File: src/rtl/xlp_pkg.sv
`default_nettype none
package xlp_pkg;
  localparam int          LANE_W      = 32;
  localparam int          FLAG_W      = 4;
  localparam int          PAIR_W      = 2 * LANE_W;
  localparam int          PFLAG_W     = 2 * FLAG_W;
  localparam int          BUF_DEPTH   = 2;
  localparam logic [1:0]  BUF_FULL    = 2'h2;
  localparam logic [1:0]  CNT_RST     = 2'h0;
  localparam logic [31:0] IDLE_WORD   = 32'h07070707;
  localparam logic [3:0]  IDLE_FLAGS  = 4'hf;
  localparam logic [31:0] WORD_RST    = 32'h07070707;
  localparam logic [3:0]  FLAGS_RST   = 4'hf;
endpackage
`default_nettype wire

File: src/rtl/xlp_lane_port.sv
`default_nettype none
module xlp_lane_port
  import xlp_pkg::*;
(
  input  wire logic               i_clk,
  input  wire logic               i_nrst,
  input  wire logic               i_tx_ddr_clock,
  input  wire logic [LANE_W-1:0]  i_tx_lane_word,
  input  wire logic [FLAG_W-1:0]  i_tx_ctrl_flags,
  output logic      [PAIR_W-1:0]  o_tx_word,
  output logic      [PFLAG_W-1:0] o_tx_flags,
  output logic                    o_tx_valid,
  input  wire logic               i_tx_ready,
  output logic                    o_tx_overflow,
  input  wire logic               i_rx_ref_clock,
  output logic                    o_rx_ddr_clock,
  output logic      [LANE_W-1:0]  o_rx_lane_word,
  output logic      [FLAG_W-1:0]  o_rx_ctrl_flags,
  input  wire logic [PAIR_W-1:0]  i_rx_word,
  input  wire logic [PFLAG_W-1:0] i_rx_flags,
  input  wire logic               i_rx_valid,
  output logic                    o_rx_ready,
  output logic                    o_rx_underrun
);
  localparam int ENT_W = PAIR_W + PFLAG_W;

  // Transmit side: the link clock and its data pass two flops before use.
  logic              tclk_s1_r, tclk_s2_r, tclk_s3_r;
  logic [LANE_W-1:0] td_s1_r, td_s2_r;
  logic [FLAG_W-1:0] tk_s1_r, tk_s2_r;
  logic              tx_rise, tx_fall;
  logic [LANE_W-1:0] lo_word_r;
  logic [FLAG_W-1:0] lo_flags_r;
  logic              half_r;
  logic              tx_push, tx_pop;
  logic [ENT_W-1:0]  tx_mem_r [BUF_DEPTH];
  logic              tx_wp_r, tx_rp_r;
  logic [1:0]        tx_cnt_r;

  always_ff @(posedge i_clk) begin
    if (!i_nrst) begin
      tclk_s1_r <= 1'b0;
      tclk_s2_r <= 1'b0;
      tclk_s3_r <= 1'b0;
      td_s1_r   <= WORD_RST;
      td_s2_r   <= WORD_RST;
      tk_s1_r   <= FLAGS_RST;
      tk_s2_r   <= FLAGS_RST;
    end else begin
      tclk_s1_r <= i_tx_ddr_clock;
      tclk_s2_r <= tclk_s1_r;
      tclk_s3_r <= tclk_s2_r;
      td_s1_r   <= i_tx_lane_word;
      td_s2_r   <= td_s1_r;
      tk_s1_r   <= i_tx_ctrl_flags;
      tk_s2_r   <= tk_s1_r;
    end
  end

  assign tx_rise = tclk_s2_r & ~tclk_s3_r;
  assign tx_fall = ~tclk_s2_r & tclk_s3_r;

  // Word and flags are taken together, relying on the partner holding both across each edge.
  always_ff @(posedge i_clk) begin
    if (!i_nrst) begin
      lo_word_r  <= WORD_RST;
      lo_flags_r <= FLAGS_RST;
      half_r     <= 1'b0;
    end else if (tx_rise) begin
      lo_word_r  <= td_s2_r;
      lo_flags_r <= tk_s2_r;
      half_r     <= 1'b1;
    end else if (tx_fall) begin
      half_r     <= 1'b0;
    end
  end

  // A falling edge without a prior rising half is dropped so pairs never slip.
  assign tx_push = tx_fall & half_r & (tx_cnt_r != BUF_FULL);
  assign tx_pop  = o_tx_valid & i_tx_ready;

  always_ff @(posedge i_clk) begin
    if (!i_nrst) begin
      tx_wp_r  <= 1'b0;
      tx_rp_r  <= 1'b0;
      tx_cnt_r <= CNT_RST;
    end else begin
      if (tx_push) begin
        tx_wp_r <= ~tx_wp_r;
      end
      if (tx_pop) begin
        tx_rp_r <= ~tx_rp_r;
      end
      tx_cnt_r <= tx_cnt_r + {1'b0, tx_push} - {1'b0, tx_pop};
    end
  end

  // Flags stay beside their byte lanes: flag n of each half covers byte n of that half.
  always_ff @(posedge i_clk) begin
    if (!i_nrst) begin
      for (int i = 0; i < BUF_DEPTH; i++) begin
        tx_mem_r[i] <= '0;
      end
    end else if (tx_push) begin
      tx_mem_r[tx_wp_r] <= {tk_s2_r, lo_flags_r, td_s2_r, lo_word_r};
    end
  end

  // The link cannot be stalled, so a word arriving into a full buffer is reported.
  always_ff @(posedge i_clk) begin
    if (!i_nrst) begin
      o_tx_overflow <= 1'b0;
    end else begin
      o_tx_overflow <= tx_fall & half_r & (tx_cnt_r == BUF_FULL);
    end
  end

  assign o_tx_valid = (tx_cnt_r != CNT_RST);
  assign o_tx_word  = tx_mem_r[tx_rp_r][PAIR_W-1:0];
  assign o_tx_flags = tx_mem_r[tx_rp_r][ENT_W-1:PAIR_W];

  // Receive side: the reference clock is synchronised and alone paces the receive clock.
  logic              ref_s1_r, ref_s2_r, ref_s3_r, ref_s4_r;
  logic              rx_rise, rx_fall;
  logic              rx_push, rx_pop;
  logic [ENT_W-1:0]  rx_mem_r [BUF_DEPTH];
  logic [ENT_W-1:0]  rx_head;
  logic              rx_wp_r, rx_rp_r;
  logic [1:0]        rx_cnt_r;
  logic [LANE_W-1:0] hi_word_r;
  logic [FLAG_W-1:0] hi_flags_r;

  always_ff @(posedge i_clk) begin
    if (!i_nrst) begin
      ref_s1_r <= 1'b0;
      ref_s2_r <= 1'b0;
      ref_s3_r <= 1'b0;
      ref_s4_r <= 1'b0;
    end else begin
      ref_s1_r <= i_rx_ref_clock;
      ref_s2_r <= ref_s1_r;
      ref_s3_r <= ref_s2_r;
      ref_s4_r <= ref_s3_r;
    end
  end

  assign rx_rise = ref_s2_r & ~ref_s3_r;
  assign rx_fall = ~ref_s2_r & ref_s3_r;
  // The clock lags the data by one cycle, giving the partner setup margin at each edge.
  assign o_rx_ddr_clock = ref_s4_r;

  assign rx_push    = i_rx_valid & o_rx_ready;
  assign rx_pop     = rx_rise & (rx_cnt_r != CNT_RST);
  assign o_rx_ready = (rx_cnt_r != BUF_FULL);
  assign rx_head    = rx_mem_r[rx_rp_r];

  always_ff @(posedge i_clk) begin
    if (!i_nrst) begin
      rx_wp_r  <= 1'b0;
      rx_rp_r  <= 1'b0;
      rx_cnt_r <= CNT_RST;
      for (int i = 0; i < BUF_DEPTH; i++) begin
        rx_mem_r[i] <= '0;
      end
    end else begin
      if (rx_push) begin
        rx_mem_r[rx_wp_r] <= {i_rx_flags, i_rx_word};
        rx_wp_r           <= ~rx_wp_r;
      end
      if (rx_pop) begin
        rx_rp_r <= ~rx_rp_r;
      end
      rx_cnt_r <= rx_cnt_r + {1'b0, rx_push} - {1'b0, rx_pop};
    end
  end

  // An empty buffer sends idle control characters so every edge still carries a word.
  always_ff @(posedge i_clk) begin
    if (!i_nrst) begin
      o_rx_lane_word  <= WORD_RST;
      o_rx_ctrl_flags <= FLAGS_RST;
      hi_word_r       <= WORD_RST;
      hi_flags_r      <= FLAGS_RST;
      o_rx_underrun   <= 1'b0;
    end else begin
      o_rx_underrun <= rx_rise & (rx_cnt_r == CNT_RST);
      if (rx_rise) begin
        if (rx_cnt_r != CNT_RST) begin
          o_rx_lane_word  <= rx_head[LANE_W-1:0];
          o_rx_ctrl_flags <= rx_head[PAIR_W+FLAG_W-1:PAIR_W];
          hi_word_r       <= rx_head[PAIR_W-1:LANE_W];
          hi_flags_r      <= rx_head[ENT_W-1:PAIR_W+FLAG_W];
        end else begin
          o_rx_lane_word  <= IDLE_WORD;
          o_rx_ctrl_flags <= IDLE_FLAGS;
          hi_word_r       <= IDLE_WORD;
          hi_flags_r      <= IDLE_FLAGS;
        end
      end else if (rx_fall) begin
        o_rx_lane_word  <= hi_word_r;
        o_rx_ctrl_flags <= hi_flags_r;
      end
    end
  end
endmodule
`default_nettype wire

File: config.mk
export PLATFORM = sky130hd
export DESIGN_NAME = xlp_lane_port
export DESIGN_NICKNAME = d
export VERILOG_FILES = /design/src/rtl/xlp_pkg.sv /design/src/rtl/xlp_lane_port.sv
export SDC_FILE = /design/constraint.sdc
export NUM_CORES = 1
export LEC_CHECK = 0
export ABC_AREA = 1
export BUFFER_PORTS_ARGS = -buffer_cell sky130_fd_sc_hd__buf_2
export CAP_MARGIN = 15
export CORE_MARGIN = 8
export CORE_UTILIZATION = 58
export CTS_BUF_LIST = sky130_fd_sc_hd__clkbuf_8 sky130_fd_sc_hd__clkbuf_16
export DETAILED_ROUTE_END_ITERATION = 8
export GPL_ROUTABILITY_DRIVEN = 0
export GPL_TIMING_DRIVEN = 0
export PLACE_DENSITY = 0.82
export SETUP_SLACK_MARGIN = 0.15
export SYNTH_ARGS = -nofsm -noshare
export SYNTH_HDL_FRONTEND = slang
export SYNTH_SLANG_ARGS = --single-unit
File: constraint.sdc
create_clock -name i_clk -period 4.46 [get_ports i_clk]
set_input_delay 0.669 -clock i_clk [delete_from_list [all_inputs] [get_ports i_clk]]
set_output_delay 0.669 -clock i_clk [all_outputs]
set_load 0.02 [all_outputs]
* Yosys cells after proc, flatten, opt, wreduce, memory -nomap -nowiden
Memories as Yosys holds them, arrays and structs flattened. A register that Yosys moved wholly into a read port is not among the register bits. Cells that the tools add are included.
Storage, ports and cells: bits in writable memories 288, logic and storage cells 88, memories kept 2, register bits 198, output and inout port bits 113, input bits 114, bits in read-only memories 0, bits in latches 0
Memory list:
- rx_mem_r | words 2, bits a word 72, rd ports 1, clocked after Yosys merged registers in 1, wr ports 2, RTL line xlp_lane_port.sv:126 | logic [ENT_W-1:0] rx_mem_r [BUF_DEPTH];
- tx_mem_r | words 2, bits a word 72, rd ports 1, clocked after Yosys merged registers in 1, wr ports 2, RTL line xlp_lane_port.sv:36 | logic [ENT_W-1:0] tx_mem_r [BUF_DEPTH];
Cells by class: divide/modulo/power cells 0, equality and inequality tests 3, shift-type cells 0, magnitude comparators 0, reduce and logical (&&, ||, !) cells 7, $add $sub $neg 4, bitwise logic cells 19, mux-type cells 27, multipliers 0
Operators by type and width (count):
- $mux 72 | 2
- $reduce_or 72->1 | 2
- $mux 32 | 4
- $mux 1 | 17
- $mux 4 | 4
- $and 1x1->1 | 11
- $not 1->1 | 8
- $reduce_bool 2->1 | 4
- $add 2x1->2 | 2
- $ne 2x2->1 const B | 2
- $sub 2x1->2 | 2
- $eq 2x2->1 const B | 1
- $logic_not 2->1 | 1

* Logic depth before layout (Yosys ltp)
Gate-level depths: netlist of run 1.
word-level depth 9, depth in mapped cells 14, gate-level depth less buffers 12

* Worst setup path after synthesis of run 1
Ideal clock, no wire load.
path kind input to register, start in i_rx_valid, end mem rx_mem_r[0][0] (netlist name), enable pin, setup time 0.432 ns, buffers on the path 2, stages 6, slack 1.329 ns, required time 4.028 ns, data arrival time 2.698 ns, path through nand2_2 -> nor2_2 -> nand2_1 -> buf_6 -> buf_6 -> nand2_1
RTL lines:
- from (decl) | RTL line xlp_lane_port.sv:21 | input wire logic i_rx_valid,
- to (decl) | RTL line xlp_lane_port.sv:126

==> results of run 1 <==
[power breakdown]
group | switching (mW) | total, mW | internal (mW)
combinational | 0.718 | 1.08 | 0.365
clock | 1.71 | 3.80 | 2.08
sequential | 0.0898 | 5.12 | 5.03
total | 2.52 | 10.0 | 7.48
[state kept, by name, summed over array words and instances (netlist names), 2 cells and up, named ones only]
register and flops:
o_rx_ctrl_flags 4, td_s1_r 32, rx_cnt_r 2, lo_flags_r 4, lo_word_r 32, td_s2_r 32
tx_cnt_r 2, o_rx_lane_word 32, rx_mem_r 144, hi_word_r 32, tx_mem_r 144, tk_s2_r 4
hi_flags_r 4, tk_s1_r 4
[logic make-up after synthesis]
group	count (synthesis)	synth area share, %
AOI/OAI and AO/OA	190	4.87
adders and majority gates	7	0.445
buffers and inverters	399	8.72
DFF	488	64.3
muxes	72	4.12
and+or+nand+nor	800	17.5
[worst max path at each step]
stage                     startpoint  slack [ns]  cells after the start                       endpoint
after floorplan           i_rx_valid        1.33                      6   rx_mem_r[0][0]$_SDFFCE_PN0P_
after global placement        i_nrst       -0.15                      5  tx_mem_r[0][14]$_SDFFCE_PN0P_
after detailed placement      i_nrst        1.76                      6  tx_mem_r[1][38]$_SDFFCE_PN0P_
after CTS                  flip-flop        1.71                      4                  o_tx_flags[7]
after global routing       flip-flop        1.66                      4                  o_tx_word[63]
final                      flip-flop        1.72                      4                  o_tx_flags[7]
[final cells by class]
class / instances / area [um^2]
repair buffers: 230 / 1240
well taps: 448 / 561
flip-flops and latches: 488 / 12700
diodes: 1 / 2.50
plain buffers: 107 / 619
fillers: 2397 / 10500
inverters: 292 / 1100
clock inverters: 37 / 213
multi-input cells: 1069 / 5330
clock buffers: 53 / 1280
[metrics by stage]
stage / area (um^2) / total power [mW] / hold slack, ns
after floorplan: 19700 / 5.89 / 0.390
after global placement: 21400 / 6.24 / 0.395
after detailed placement: 21500 / 6.28 / 0.399
after CTS: 23000 / 10.0 / 0.251
after global routing: 23000 / 10.3 / 0.263
final: 23000 / 10.0 / 0.273
[cell usage after synthesis]
cell type	count
a21oi_1	131
a21oi_2	1
buf_1	6
buf_2	45
buf_4	7
buf_6	6
buf_8	8
clkbuf_1	35
dfxtp_1	200
edfxtp_1	288
ha_1	7
inv_1	287
inv_2	5
mux2_2	72
nand2_1	456
nand2_2	2
nand3_1	6
nand3_2	3
nor2_1	190
nor2_2	99
nor2_4	10
nor3_1	1
nor4_1	1
o21a_1	1
o21ai_0	57
or2_2	32
[worst max-delay path: stages (launching register included)]
cell and delay [ns]:
dfxtp_1 0.30, buf_2 0.27, buf_2 0.35, mux2_2 0.42, buf_2 0.17
[routing by layer]
metal | part of all wire [%] | routed length, um | up-vias | GRT usage [%]
met4 | 3.9 | 1890 | 2 | 10.2
met2 | 50 | 24300 | 641 | 40.8
met1 | 37 | 17700 | 6580 | 27.1
li1 | - | - | 6675 | -
met3 | 9.2 | 4440 | 116 | 5.52
met5 | 0.025 | 12 | - | 0
==> load_flow_metrics.sql, run 1 <==
INSERT INTO impl_metrics (metric_group, metric, value, unit) VALUES
('floorplan', 'std_cell_rows', '67', ''),
('worst_setup_path', 'worst-path-max-fanout', '10', ''),
('layout', 'layout_common_cells', '452 x nand2_1, 307 x inv_1, 288 x edfxtp_1', ''),
('global_routing', 'overflow', '0', ''),
('timing', 'slew_of_the_pin_with_the_lowest_slew_margin', '0.670', 'ns'),
('layout', 'finish.utilization', '68.7', '%'),
('logic_synthesis', 'synth_area', '19700', 'um^2'),
('flow_run', 'number_of_max_capacitance_violations_reported', '0', ''),
('worst_setup_path', 'critical_path.endpoint_type', 'output port', ''),
('logic_synthesis', 'synth_area_per_cell', '10.1', 'um^2'),
('global_routing', 'maximum_number_of_pins_on_one_net_before_global_route_repair', '69', ''),
('logic_synthesis', 'yosys_warnings', '0', ''),
('clocking', 'clock-root-buffer', 'clkbuf_16', ''),
('timing', 'period_share', '61.5', '%'),
('floorplan', 'start_util', '58.8', '%'),
('worst_hold_path', 'hold_end', 'td_s1_r[12]$_SDFF_PN0_', ''),
('worst_setup_path', 'r2r_slack', '2.05', 'ns'),
('global_routing', 'global_route_wire_length_before_repair', '74.6', 'mm'),
('floorplan', 'die_width', '200', 'um'),
('logic_synthesis', 'mappedNetlistNets', '2077', ''),
('clocking', 'clk_transition_reported_paths', '0.06', 'ns'),
('clocking', 'cts_num_sinks', '488', ''),
('clocking', 'cts_inserted_buffers', '48', ''),
('worst_setup_path', 'worst_r2r_endpoint', 'tx_mem_r[1][15]$_SDFFCE_PN0P_', ''),
('layout', 'finish.net_count', '2357', ''),
('clocking', 'tritoncts_clock_tree', 'built', ''),
('pwr', 'power.leakage', '10.7', 'nW'),
('layout', 'layout_commonest_cell', 'nand2_1', ''),
('layout', 'area.growth.synth_to_final', '16.9', '%'),
('floorplan', 'core_region_area', '33400', 'um^2'),
('clocking', 'postCtsHoldBufs', '0', ''),
('global_routing', 'track_usage', '23.4', '%'),
('timing', 'report.final.slew_viol_count', '0', ''),
('placed_design', 'io_buffer_count', '226', ''),
('logic_synthesis', 'yosysUniqueCellTypes', '26', ''),
('global_routing', 'via_count_of_the_first_global_routing_pass', '14300', ''),
('clocking', 'clock_tree.htree_level_count', '2', ''),
('worst_setup_path', 'r2r_cell_count', '8', ''),
('route', 'via_density', '5.14', ''),
('floorplan', 'design.die.area', '40100', 'um^2'),
('timing', 'setup_ws', '1.72', 'ns'),
('global_routing', 'number_of_antenna_violations_at_the_first_check_in_global_routing', '1', ''),
('route', 'detail_route.wl_per_cell', '17.7', 'um'),
('worst_setup_path', 'worst-setup-path-type', 'reg -> out', ''),
('floorplan', 'ioPinCount', '227', ''),
('worst_hold_path', 'hold-path-cell-count', '3', ''),
('worst_setup_path', 'timing.critical_path.required', '3.79', 'ns'),
('clocking', 'worst_skew_pair.late_latency', '0.58', 'ns'),
('floorplan', 'fp.dieH', '200', 'um'),
('timing', 'max_freq', '0.365', 'GHz'),
('timing', 'timing_hold_violations_final', '0', ''),
('timing', 'grt_setup_unrepaired', 'false', ''),
('timing', 'clock_skew', '0.0267', 'ns'),
('route', 'vias', '14000', ''),
('layout', 'finish.cell_count_without_fillers', '2725', ''),
('outcome', 'outcome', 'finished, final reports clean', ''),
('route', 'pre_repair_dr_iteration_count', '5', ''),
('layout', 'layout-drive-gt1-share', '25.9', '%'),
('timing', 'setup_violations', '0', ''),
('worst_setup_path', 'crit_path_dat', '2.07', 'ns'),
('placed_design', 'hpwl', '33.7', 'mm'),
('worst_hold_path', 'hold_class', 'in -> reg', ''),
('worst_hold_path', 'hold_path_startpoint', 'i_tx_lane_word[12]', ''),
('route', 'drt_iter0_drc', '1124', ''),
('logic_synthesis', 'post-synth-top-area-fraction', '44.0', '%'),
('logic_synthesis', 'synth-seq-cells', '488', ''),
('placed_design', 'dp_worst_setup_slack', '1.76', 'ns'),
('timing', 'tns', '0', 'ns'),
('timing', 'maxSlewHeadroom', '55.3', '%'),
('route', 'number_of_antenna_violating_nets_in_the_routed_design', '0', ''),
('logic_synthesis', 'synth_cells', '1956', '');
No activity file was read; power rests on OpenSTA's default activity.
==> run 2, diff against run 1 <==
--- a/config.mk
+++ b/config.mk
@@ -9,12 +9,12 @@
 export BUFFER_PORTS_ARGS = -buffer_cell sky130_fd_sc_hd__buf_2
 export CAP_MARGIN = 15
 export CORE_MARGIN = 8
-export CORE_UTILIZATION = 58
+export CORE_UTILIZATION = 53
 export CTS_BUF_LIST = sky130_fd_sc_hd__clkbuf_8 sky130_fd_sc_hd__clkbuf_16
 export DETAILED_ROUTE_END_ITERATION = 8
 export GPL_ROUTABILITY_DRIVEN = 0
 export GPL_TIMING_DRIVEN = 0
-export PLACE_DENSITY = 0.82
+export PLACE_DENSITY = 0.79
 export SETUP_SLACK_MARGIN = 0.15
 export SYNTH_ARGS = -nofsm -noshare
 export SYNTH_HDL_FRONTEND = slang
==> constraint.sdc (replaced) <==
create_clock -name i_clk -period 2.3 [get_ports i_clk]
set_input_delay 0.345 -clock i_clk [delete_from_list [all_inputs] [get_ports i_clk]]
set_output_delay 0.345 -clock i_clk [all_outputs]
set_load 0.02 [all_outputs]
==> run 2 against run 1 <==
Against the previous run: via count is 2.1% higher; non-clock buffer count rose by 38; power rose by 100%; design area is 4.1% higher; final cell count increased by 2.2%; combinational power increased by 120%; first-iteration DRC count fell by 6.2%; clock skew shrank 0.013 ns; core utilization decreased by 3.4 points; sequential power rose by 94%; global-route usage fell by 1.2 points; setup slack worse by 1.6 ns.
==> load_flow_metrics.sql, run 2 (synthesis results as in run 1) <==
INSERT INTO impl_metrics (metric_group, metric, value, unit) VALUES
('placed_design', 'post_dp_cell_area', '21400', 'um^2'),
('route', 'drc', '0', ''),
('clocking', 'clock_tree.htree_level_count', '2', ''),
('layout', 'count_of_inserted_antenna_diode_cells', '0', ''),
('floorplan', 'core_region_area', '36600', 'um^2'),
('floorplan', 'fp.dieH', '209', 'um'),
('layout', 'final-seq-area', '12700', 'um^2'),
('layout', 'area_used_by_multi_input_combinational_logic', '5460', 'um^2'),
('floorplan', 'start_util', '53.7', '%'),
('placed_design', 'hpwl', '34.0', 'mm'),
('layout', 'layout-drive-gt1-share', '26.1', '%'),
('layout', 'finish.cell_count_without_fillers', '2784', ''),
('pwr', 'power.leakage', '11.0', 'nW'),
('outcome', 'outcome', 'finished, final reports clean', ''),
('worst_setup_path', 'worst-path-max-fanout', '10', ''),
('pwr', 'report.power.total', '20.3', 'mW'),
('clocking', 'tritoncts_clock_tree', 'built', ''),
('route', 'number_of_antenna_violating_nets_in_the_routed_design', '0', ''),
('clocking', 'clk_transition_reported_paths', '0.06', 'ns'),
('global_routing', 'via_count_of_the_first_global_routing_pass', '14400', ''),
('clocking', 'clock-root-buffer', 'clkbuf_16', ''),
('layout', 'layout_common_cells', '452 x nand2_1, 300 x inv_1, 288 x edfxtp_1', ''),
('route', 'vias', '14300', ''),
('global_routing', 'global_route_wire_length_before_repair', '76.1', 'mm'),
('clocking', 'cts-root-to-sink-buffers', '3', ''),
('placed_design', 'io_buffer_count', '226', ''),
('timing', 'report.final.slew_viol_count', '0', ''),
('floorplan', 'ioPinCount', '227', ''),
('layout', 'area.growth.synth_to_final', '21.7', '%'),
('layout', 'finish.net_count', '2397', ''),
('global_routing', 'grt_most_used_layer', 'met2', ''),
('clocking', 'cts_inserted_buffers', '48', ''),
('global_routing', 'gr_util_met3', '4.58', '%'),
('layout', 'layout_commonest_cell', 'nand2_1', ''),
('route', 'drt_wl_total', '51.4', 'mm'),
('worst_hold_path', 'hold_class', 'in -> reg', ''),
('floorplan', 'die_width', '209', 'um'),
('placed_design', 'post-place-cells', '2650', ''),
('floorplan', 'std_cell_rows', '70', ''),
('global_routing', 'grt_util_met2', '39.4', '%'),
('layout', 'fin_area', '23900', 'um^2'),
('clocking', 'worst_skew_pair.late_latency', '0.57', 'ns'),
('layout', 'fillCellCount', '2754', ''),
('layout', 'largest_registers', 'rx_mem_r x144, tx_mem_r x144', ''),
('worst_setup_path', 'timing.critical_path.required', '1.96', 'ns'),
('global_routing', 'number_of_antenna_violations_at_the_first_check_in_global_routing', '0', ''),
('timing', 'grt_setup_unrepaired', 'true', ''),
('timing', 'timing_hold_violations_final', '0', ''),
('route', 'drt_iter0_drc', '1054', ''),
('route', 'via_density', '5.14', ''),
('timing', 'setup_ws', '0.123', 'ns'),
('worst_setup_path', 'critical_path.endpoint_type', 'output port', ''),
('global_routing', 'overflow', '0', ''),
('worst_setup_path', 'crit_path_dat', '1.83', 'ns'),
('pwr', 'peakVddDrop', '0.494', 'mV'),
('route', 'pre_repair_dr_iteration_count', '6', ''),
('timing', 'maxSlewHeadroom', '53.2', '%'),
('timing', 'period_share', '94.7', '%'),
('worst_setup_path', 'type_of_origin_of_the_critical_path', 'flip-flop', ''),
('clocking', 'cts_num_sinks', '488', ''),
('timing', 'clock_skew', '0.0133', 'ns'),
('worst_setup_path', 'worst-setup-path-type', 'reg -> out', ''),
('floorplan', 'design.die.area', '43500', 'um^2'),
('global_routing', 'met1_usage', '26.3', '%'),
('timing', 'finalWorstPathRequiredPeriod', '2.18', 'ns'),
('route', 'detail_route.wl_per_cell', '18.5', 'um'),
('timing', 'max_freq', '0.459', 'GHz'),
('pwr', 'power_per_cell_area', '846', 'nW/um^2'),
('placed_design', 'dp_worst_setup_slack', '-0.337', 'ns'),
('flow_run', 'number_of_max_capacitance_violations_reported', '0', ''),
('timing', 'slew_of_the_pin_with_the_lowest_slew_margin', '0.702', 'ns'),
('global_routing', 'track_usage', '22.2', '%'),
('timing', 'setup_violations', '0', ''),
('global_routing', 'maximum_number_of_pins_on_one_net_before_global_route_repair', '73', '');
==> run 2: cell types whose count changed in the layout (fill, tap and decap cells not counted), sizes merged <==
| cell | delta |
|---|---|
| clkinvlp | +1 |
| bufinv | +4 |
| clkinv | +2 |
| clkbuf | +13 |
| nand2 | +2 |
| buf | -3 |
| inv | -13 |
| diode | -1 |
| dlygate4sd3 | +34 |
==> run 2: where the power goes <==
group          total [mW]  switching (mW)  leakage, nW  internal (mW)
clock                7.90            3.27        0.847           4.64
sequential           9.94           0.187         4.64           9.75
combinational        2.41            1.48         5.51          0.930
==> run 2: worst paths after layout <==
path	from	to	slack, ns	depth (start not counted)
max	flip-flop	o_tx_word[63]	0.12	4
min	i_tx_lane_word[8]	td_s1_r[8]$_SDFF_PN1_	0.04	2
max reg2reg	rx_cnt_r[1]$_SDFF_PN0_	rx_mem_r[1][29]$_SDFFCE_PN0P_	0.15	6
min reg2reg	td_s1_r[30]$_SDFF_PN0_	td_s2_r[30]$_SDFF_PN0_	0.41	2
==> run 2: layout make-up <==
class / count / area share (%)
clock buffers: 59 / 5.70
repair buffers: 268 / 7.42
flip-flops and latches: 488 / 52.9
plain buffers: 107 / 3.11
multi-input cells: 1071 / 22.8
clock inverters: 31 / 1.02
inverters: 292 / 4.58
well taps: 468 / 2.45
==> run 2: repair_timing <==
item | in CTS | in global routing
hold buffers | 33 | 1
cloned | 2 | 7
gates resized for setup | 24 | 74
endpoints found under the hold margin | 33 | 1
pin swaps | 1 | 0
setup endpoints to repair | 358 | 251
buffers inserted | 0 | 1
==> run 2: metal layers <==
metal	vias up	share of wire (%)
met1	6782	38
met4	0	3.2
met5	-	0
met3	102	8.0
li1	6778	-
met2	647	51
==> run 2: through the flow <==
step | setup TNS, ns | hold slack, ns | util [%]
floorplan | 0 | 0.390 | -
global placement | -80.61 | 0.393 | 58.5
detailed placement | -83.70 | 0.398 | 58.5
CTS | 0 | 0.00592 | 64.1
global route | 0 | 0.00805 | 65.4
finish | 0 | 0.0364 | 65.4
==> run 2: critical path, cell delays in order, from the launching register on <==
cell and delay, ns:
dfxtp_4 0.41, clkbuf_16 0.18, buf_12 0.14, mux2_2 0.37, buf_2 0.17
==> run 3, diff against run 2 <==
--- a/config.mk
+++ b/config.mk
@@ -5,16 +5,15 @@
 export SDC_FILE = /design/constraint.sdc
 export NUM_CORES = 1
 export LEC_CHECK = 0
-export ABC_AREA = 1
 export BUFFER_PORTS_ARGS = -buffer_cell sky130_fd_sc_hd__buf_2
 export CAP_MARGIN = 15
 export CORE_MARGIN = 8
-export CORE_UTILIZATION = 53
+export CORE_UTILIZATION = 52
 export CTS_BUF_LIST = sky130_fd_sc_hd__clkbuf_8 sky130_fd_sc_hd__clkbuf_16
 export DETAILED_ROUTE_END_ITERATION = 8
 export GPL_ROUTABILITY_DRIVEN = 0
 export GPL_TIMING_DRIVEN = 0
-export PLACE_DENSITY = 0.79
+export PLACE_DENSITY = 0.78
 export SETUP_SLACK_MARGIN = 0.15
 export SYNTH_ARGS = -nofsm -noshare
 export SYNTH_HDL_FRONTEND = slang
==> run 3 against run 2 <==
Against the previous run: sequential power hardly changed; via count shrank 16%; clock skew grew 0.0077 ns; synthesized cell count down 26%; routed wire length fell by 10%; critical path type unchanged; largest power group unchanged.
==> load_flow_metrics.sql, run 3 <==
INSERT INTO impl_metrics (metric_group, metric, value, unit) VALUES
('outcome', 'outcome', 'finished, final reports clean', ''),
('clocking', 'clk_transition_reported_paths', '0.06', 'ns'),
('layout', 'area_used_by_multi_input_combinational_logic', '6080', 'um^2'),
('logic_synthesis', 'post_synth_main_area_contributors', 'edfxtp_1 46%, dfxtp_1 21%, and2_1 11%', ''),
('layout', 'largest_registers', 'rx_mem_r x144, tx_mem_r x144', ''),
('worst_setup_path', 'timing.critical_path.required', '1.96', 'ns'),
('worst_setup_path', 'worstPathCellList', 'clkbuf_16, buf_12, mux2_2, buf_2', ''),
('worst_setup_path', 'r2r_slack', '0.22', 'ns'),
('worst_setup_path', 'crit_path_dat', '1.79', 'ns'),
('global_routing', 'via_count_of_the_first_global_routing_pass', '12600', ''),
('placed_design', 'post-place-cells', '2136', ''),
('timing', 'clock_skew', '0.0210', 'ns'),
('clocking', 'cts_num_sinks', '488', ''),
('global_routing', 'maximum_number_of_pins_on_one_net_before_global_route_repair', '67', ''),
('logic_synthesis', 'synth.most_common_cell', 'and2_1', ''),
('floorplan', 'ioPinCount', '227', ''),
('worst_setup_path', 'worst-setup-path-type', 'reg -> out', ''),
('worst_hold_path', 'hold_path_startpoint', 'i_tx_ctrl_flags[2]', ''),
('global_routing', 'number_of_antenna_violations_at_the_first_check_in_global_routing', '3', ''),
('logic_synthesis', 'synth_edf_count', '288', ''),
('worst_hold_path', 'hold_end', 'tk_s1_r[2]$_SDFF_PN1_', ''),
('worst_setup_path', 'critPathSlowestCell', 'dfxtp_4', ''),
('logic_synthesis', 'ys_top_cells_by_count', '338 x and2_1, 288 x edfxtp_1, 200 x dfxtp_1, 112 x mux2_2, 72 x nor2b_1', ''),
('layout', 'area.growth.synth_to_final', '22.5', '%'),
('timing', 'grt_setup_unrepaired', 'true', ''),
('logic_synthesis', 'synth-seq-cells', '488', ''),
('logic_synthesis', 'yosysUniqueCellTypes', '38', ''),
('timing', 'setup_violations', '0', ''),
('logic_synthesis', 'post_synth_top_flop', 'edfxtp_1', ''),
('floorplan', 'design.die.area', '42900', 'um^2'),
('route', 'number_of_antenna_violating_nets_in_the_routed_design', '0', ''),
('route', 'drc', '0', ''),
('floorplan', 'die_width', '207', 'um'),
('clocking', 'cts_inserted_buffers', '48', ''),
('worst_setup_path', 'r2r_cell_count', '6', ''),
('global_routing', 'track_usage', '20.8', '%'),
('layout', 'layout_commonest_cell', 'and2_1', ''),
('layout', 'finish.cell_count_without_fillers', '2273', ''),
('floorplan', 'start_util', '52.3', '%'),
('placed_design', 'io_buffer_count', '225', ''),
('worst_setup_path', 'regToRegStartpoint', 'tclk_s2_r$_SDFF_PN0_', ''),
('route', 'detail_route.wl_per_cell', '20.3', 'um'),
('global_routing', 'global_route_wire_length_before_repair', '70.0', 'mm'),
('global_routing', 'overflow', '0', ''),
('floorplan', 'fp.dieH', '207', 'um'),
('route', 'pre_repair_dr_iteration_count', '5', ''),
('timing', 'maxSlewHeadroom', '39.0', '%'),
('timing', 'report.final.slew_viol_count', '0', ''),
('timing', 'period_share', '93.0', '%'),
('logic_synthesis', 'async_reset_ff_share', '0', '%'),
('layout', 'layout-drive-gt1-share', '26.7', '%'),
('pwr', 'power.leakage', '9.47', 'nW'),
('clocking', 'tritoncts_clock_tree', 'built', ''),
('route', 'via_density', '5.26', ''),
('flow_run', 'number_of_max_capacitance_violations_reported', '0', ''),
('logic_synthesis', 'synth_area', '19000', 'um^2'),
('pwr', 'p_int', '15.2', 'mW'),
('clocking', 'cts-root-to-sink-buffers', '3', ''),
('logic_synthesis', 'synth_cells', '1441', ''),
('logic_synthesis', 'synth_area_per_cell', '13.2', 'um^2'),
('pwr', 'switching_component_of_the_power', '4.61', 'mW'),
('timing', 'finalWorstPathRequiredPeriod', '2.14', 'ns'),
('logic_synthesis', 'post-synth-top-area-fraction', '45.6', '%'),
('floorplan', 'std_cell_rows', '70', ''),
('placed_design', 'post_dp_cell_area', '20800', 'um^2'),
('worst_setup_path', 'worst_r2r_endpoint', 'tx_mem_r[1][59]$_SDFFCE_PN0P_', ''),
('clocking', 'clock-root-buffer', 'clkbuf_16', ''),
('route', 'drt_wl_total', '46.1', 'mm'),
('worst_setup_path', 'critical-path-max-stage-delay', '0.37', 'ns'),
('timing', 'max_freq', '0.468', 'GHz'),
('pwr', 'comb_power_share', '10.7', '%'),
('worst_setup_path', 'worst-path-max-fanout', '10', ''),
('placed_design', 'hpwl', '30.9', 'mm'),
('logic_synthesis', 'yosys_warnings', '0', ''),
('route', 'drt_iter0_drc', '629', ''),
('logic_synthesis', 'mappedNetlistNets', '1562', ''),
('pwr', 'power.clock.fraction', '39.1', '%'),
('timing', 'slew_of_the_pin_with_the_lowest_slew_margin', '0.915', 'ns'),
('route', 'vias', '12000', ''),
('pwr', 'power_per_cell_area', '850', 'nW/um^2'),
('layout', 'layout_common_cells', '338 x and2_1, 288 x edfxtp_1, 212 x buf_2', ''),
('clocking', 'worst_skew_pair.late_latency', '0.58', 'ns'),
('timing', 'timing_hold_violations_final', '0', ''),
('layout', 'finish.net_count', '1886', ''),
('layout', 'fillCellCount', '2629', ''),
('worst_hold_path', 'hold_class', 'in -> reg', ''),
('floorplan', 'core_region_area', '36300', 'um^2'),
('worst_setup_path', 'critical_path.endpoint_type', 'output port', ''),
('clocking', 'clock_tree.htree_level_count', '2', ''),
('layout', 'fin_area', '23300', 'um^2'),
('worst_setup_path', 'type_of_origin_of_the_critical_path', 'flip-flop', ''),
('pwr', 'peakVddDrop', '0.674', 'mV'),
('logic_synthesis', 'yosysTopAreaCell', 'edfxtp_1', ''),
('layout', 'count_of_inserted_antenna_diode_cells', '0', ''),
('logic_synthesis', 'ys_seq_area_share', '66.7', '%'),
('worst_hold_path', 'hold-path-cell-count', '2', ''),
('layout', 'final-seq-area', '12700', 'um^2'),
('pwr', 'switching_share', '23.3', '%'),
('pwr', 'power.share.sequential', '50.2', '%');
[run 3: cell types whose count changed in the layout (fill, tap and decap cells not counted), sizes merged, moves of 23 or more]
| cell | previous run | this run |
|---|---|---|
| a211oi | 0 | 52 |
| a21oi | 132 | 22 |
| and2 | 0 | 338 |
| buf | 299 | 262 |
| inv | 307 | 30 |
| mux2 | 72 | 112 |
| mux2i | 0 | 37 |
| nand2 | 460 | 36 |
| nand2b | 0 | 39 |
| nor2 | 299 | 66 |
| nor2b | 0 | 72 |
| nor3 | 1 | 24 |
| o21ai | 57 | 18 |
| or2 | 32 | 1 |
[run 3: critical path, delay by kind of cell (launching register included)]
family | cells | cell delay, ns
DFF | 1 | 0.37
buffers and inverters | 3 | 0.51
muxes | 1 | 0.34
[run 3: cell type report]
type	instances	share of cell area [%]
buffer	94	2.29
clock buffer	56	5.74
clock inverter	34	1.05
inverter	9	0.156
multi-input combinational	854	26.1
sequential	488	54.4
tap	468	2.52
timing repair buffer	270	7.67
[run 3: worst max-delay path by stage]
stage / startpoint / end / slack, ns / depth (start not counted)
detailed placement: tclk_s2_r$_SDFF_PN0_ / tx_mem_r[1][55]$_SDFFCE_PN0P_ / -0.37 / 5
floorplan: i_nrst / rx_mem_r[0][0]$_SDFFCE_PN0P_ / -0.04 / 4
global route: flip-flop / o_tx_word[20] / 0.11 / 4
CTS: flip-flop / o_tx_word[46] / 0.14 / 4
finish: flip-flop / o_tx_word[43] / 0.16 / 4
global placement: i_nrst / tx_mem_r[0][44]$_SDFFCE_PN0P_ / -1.31 / 4
[run 3: logic make-up (layout without fill, tap and decap cells)]
family | count (synthesis) | in the layout | share of synthesized area (%)
flip-flops | 488 | 488 | 66.7
multiplexers | 149 | 149 | 8.60
adder cells (fa/ha/maj) | 7 | 7 | 0.461
buffers and inverters | 103 | 463 | 2.33
XOR/XNOR | 4 | 4 | 0.185
AND/OR/NAND/NOR | 580 | 584 | 17.8
AO/OA/AOI/OAI | 110 | 110 | 3.96
[run 3: power groups by stage]
stage	Sequential (mW)	Combinational, mW	Clock, mW
floorplan	10.1	1.13	0
global placement	10.1	1.79	0
detailed placement	10.1	1.85	0
CTS	9.93	2.02	7.82
global route	9.97	2.28	8.17
finish	9.93	2.12	7.73
[run 3: what timing repair did]
item                                    CTS  global route
endpoints found under the hold margin    35             0
pin swaps                                 1             0
hold buffers                             35             0
gates resized for setup                  50            70
endpoints found under the setup margin  217           100
gates cloned                              5             3
buffers inserted                          4             0
[run 3: stage by stage]
stage / TNS, ns / power [mW] / hold WS, ns / setup slack [ns] / utilization, %
floorplan: -6.26 / 11.2 / 0.386 / -0.0435 / -
global placement: -209.67 / 11.9 / 0.389 / -1.31 / 57.1
detailed placement: -74.18 / 12.0 / 0.396 / -0.367 / 57.3
CTS: 0 / 19.8 / 0.000133 / 0.135 / 63.4
global route: 0 / 20.4 / 0.00936 / 0.106 / 64.1
finish: 0 / 19.8 / 0.0253 / 0.162 / 64.1
[run 3: metal layers]
layer  part of all wire (%)  track usage (%)
met4                    2.9             7.49
met1                     40             24.7
met3                    6.9             4.83
met5                  0.095                0
met2                     50             36.6
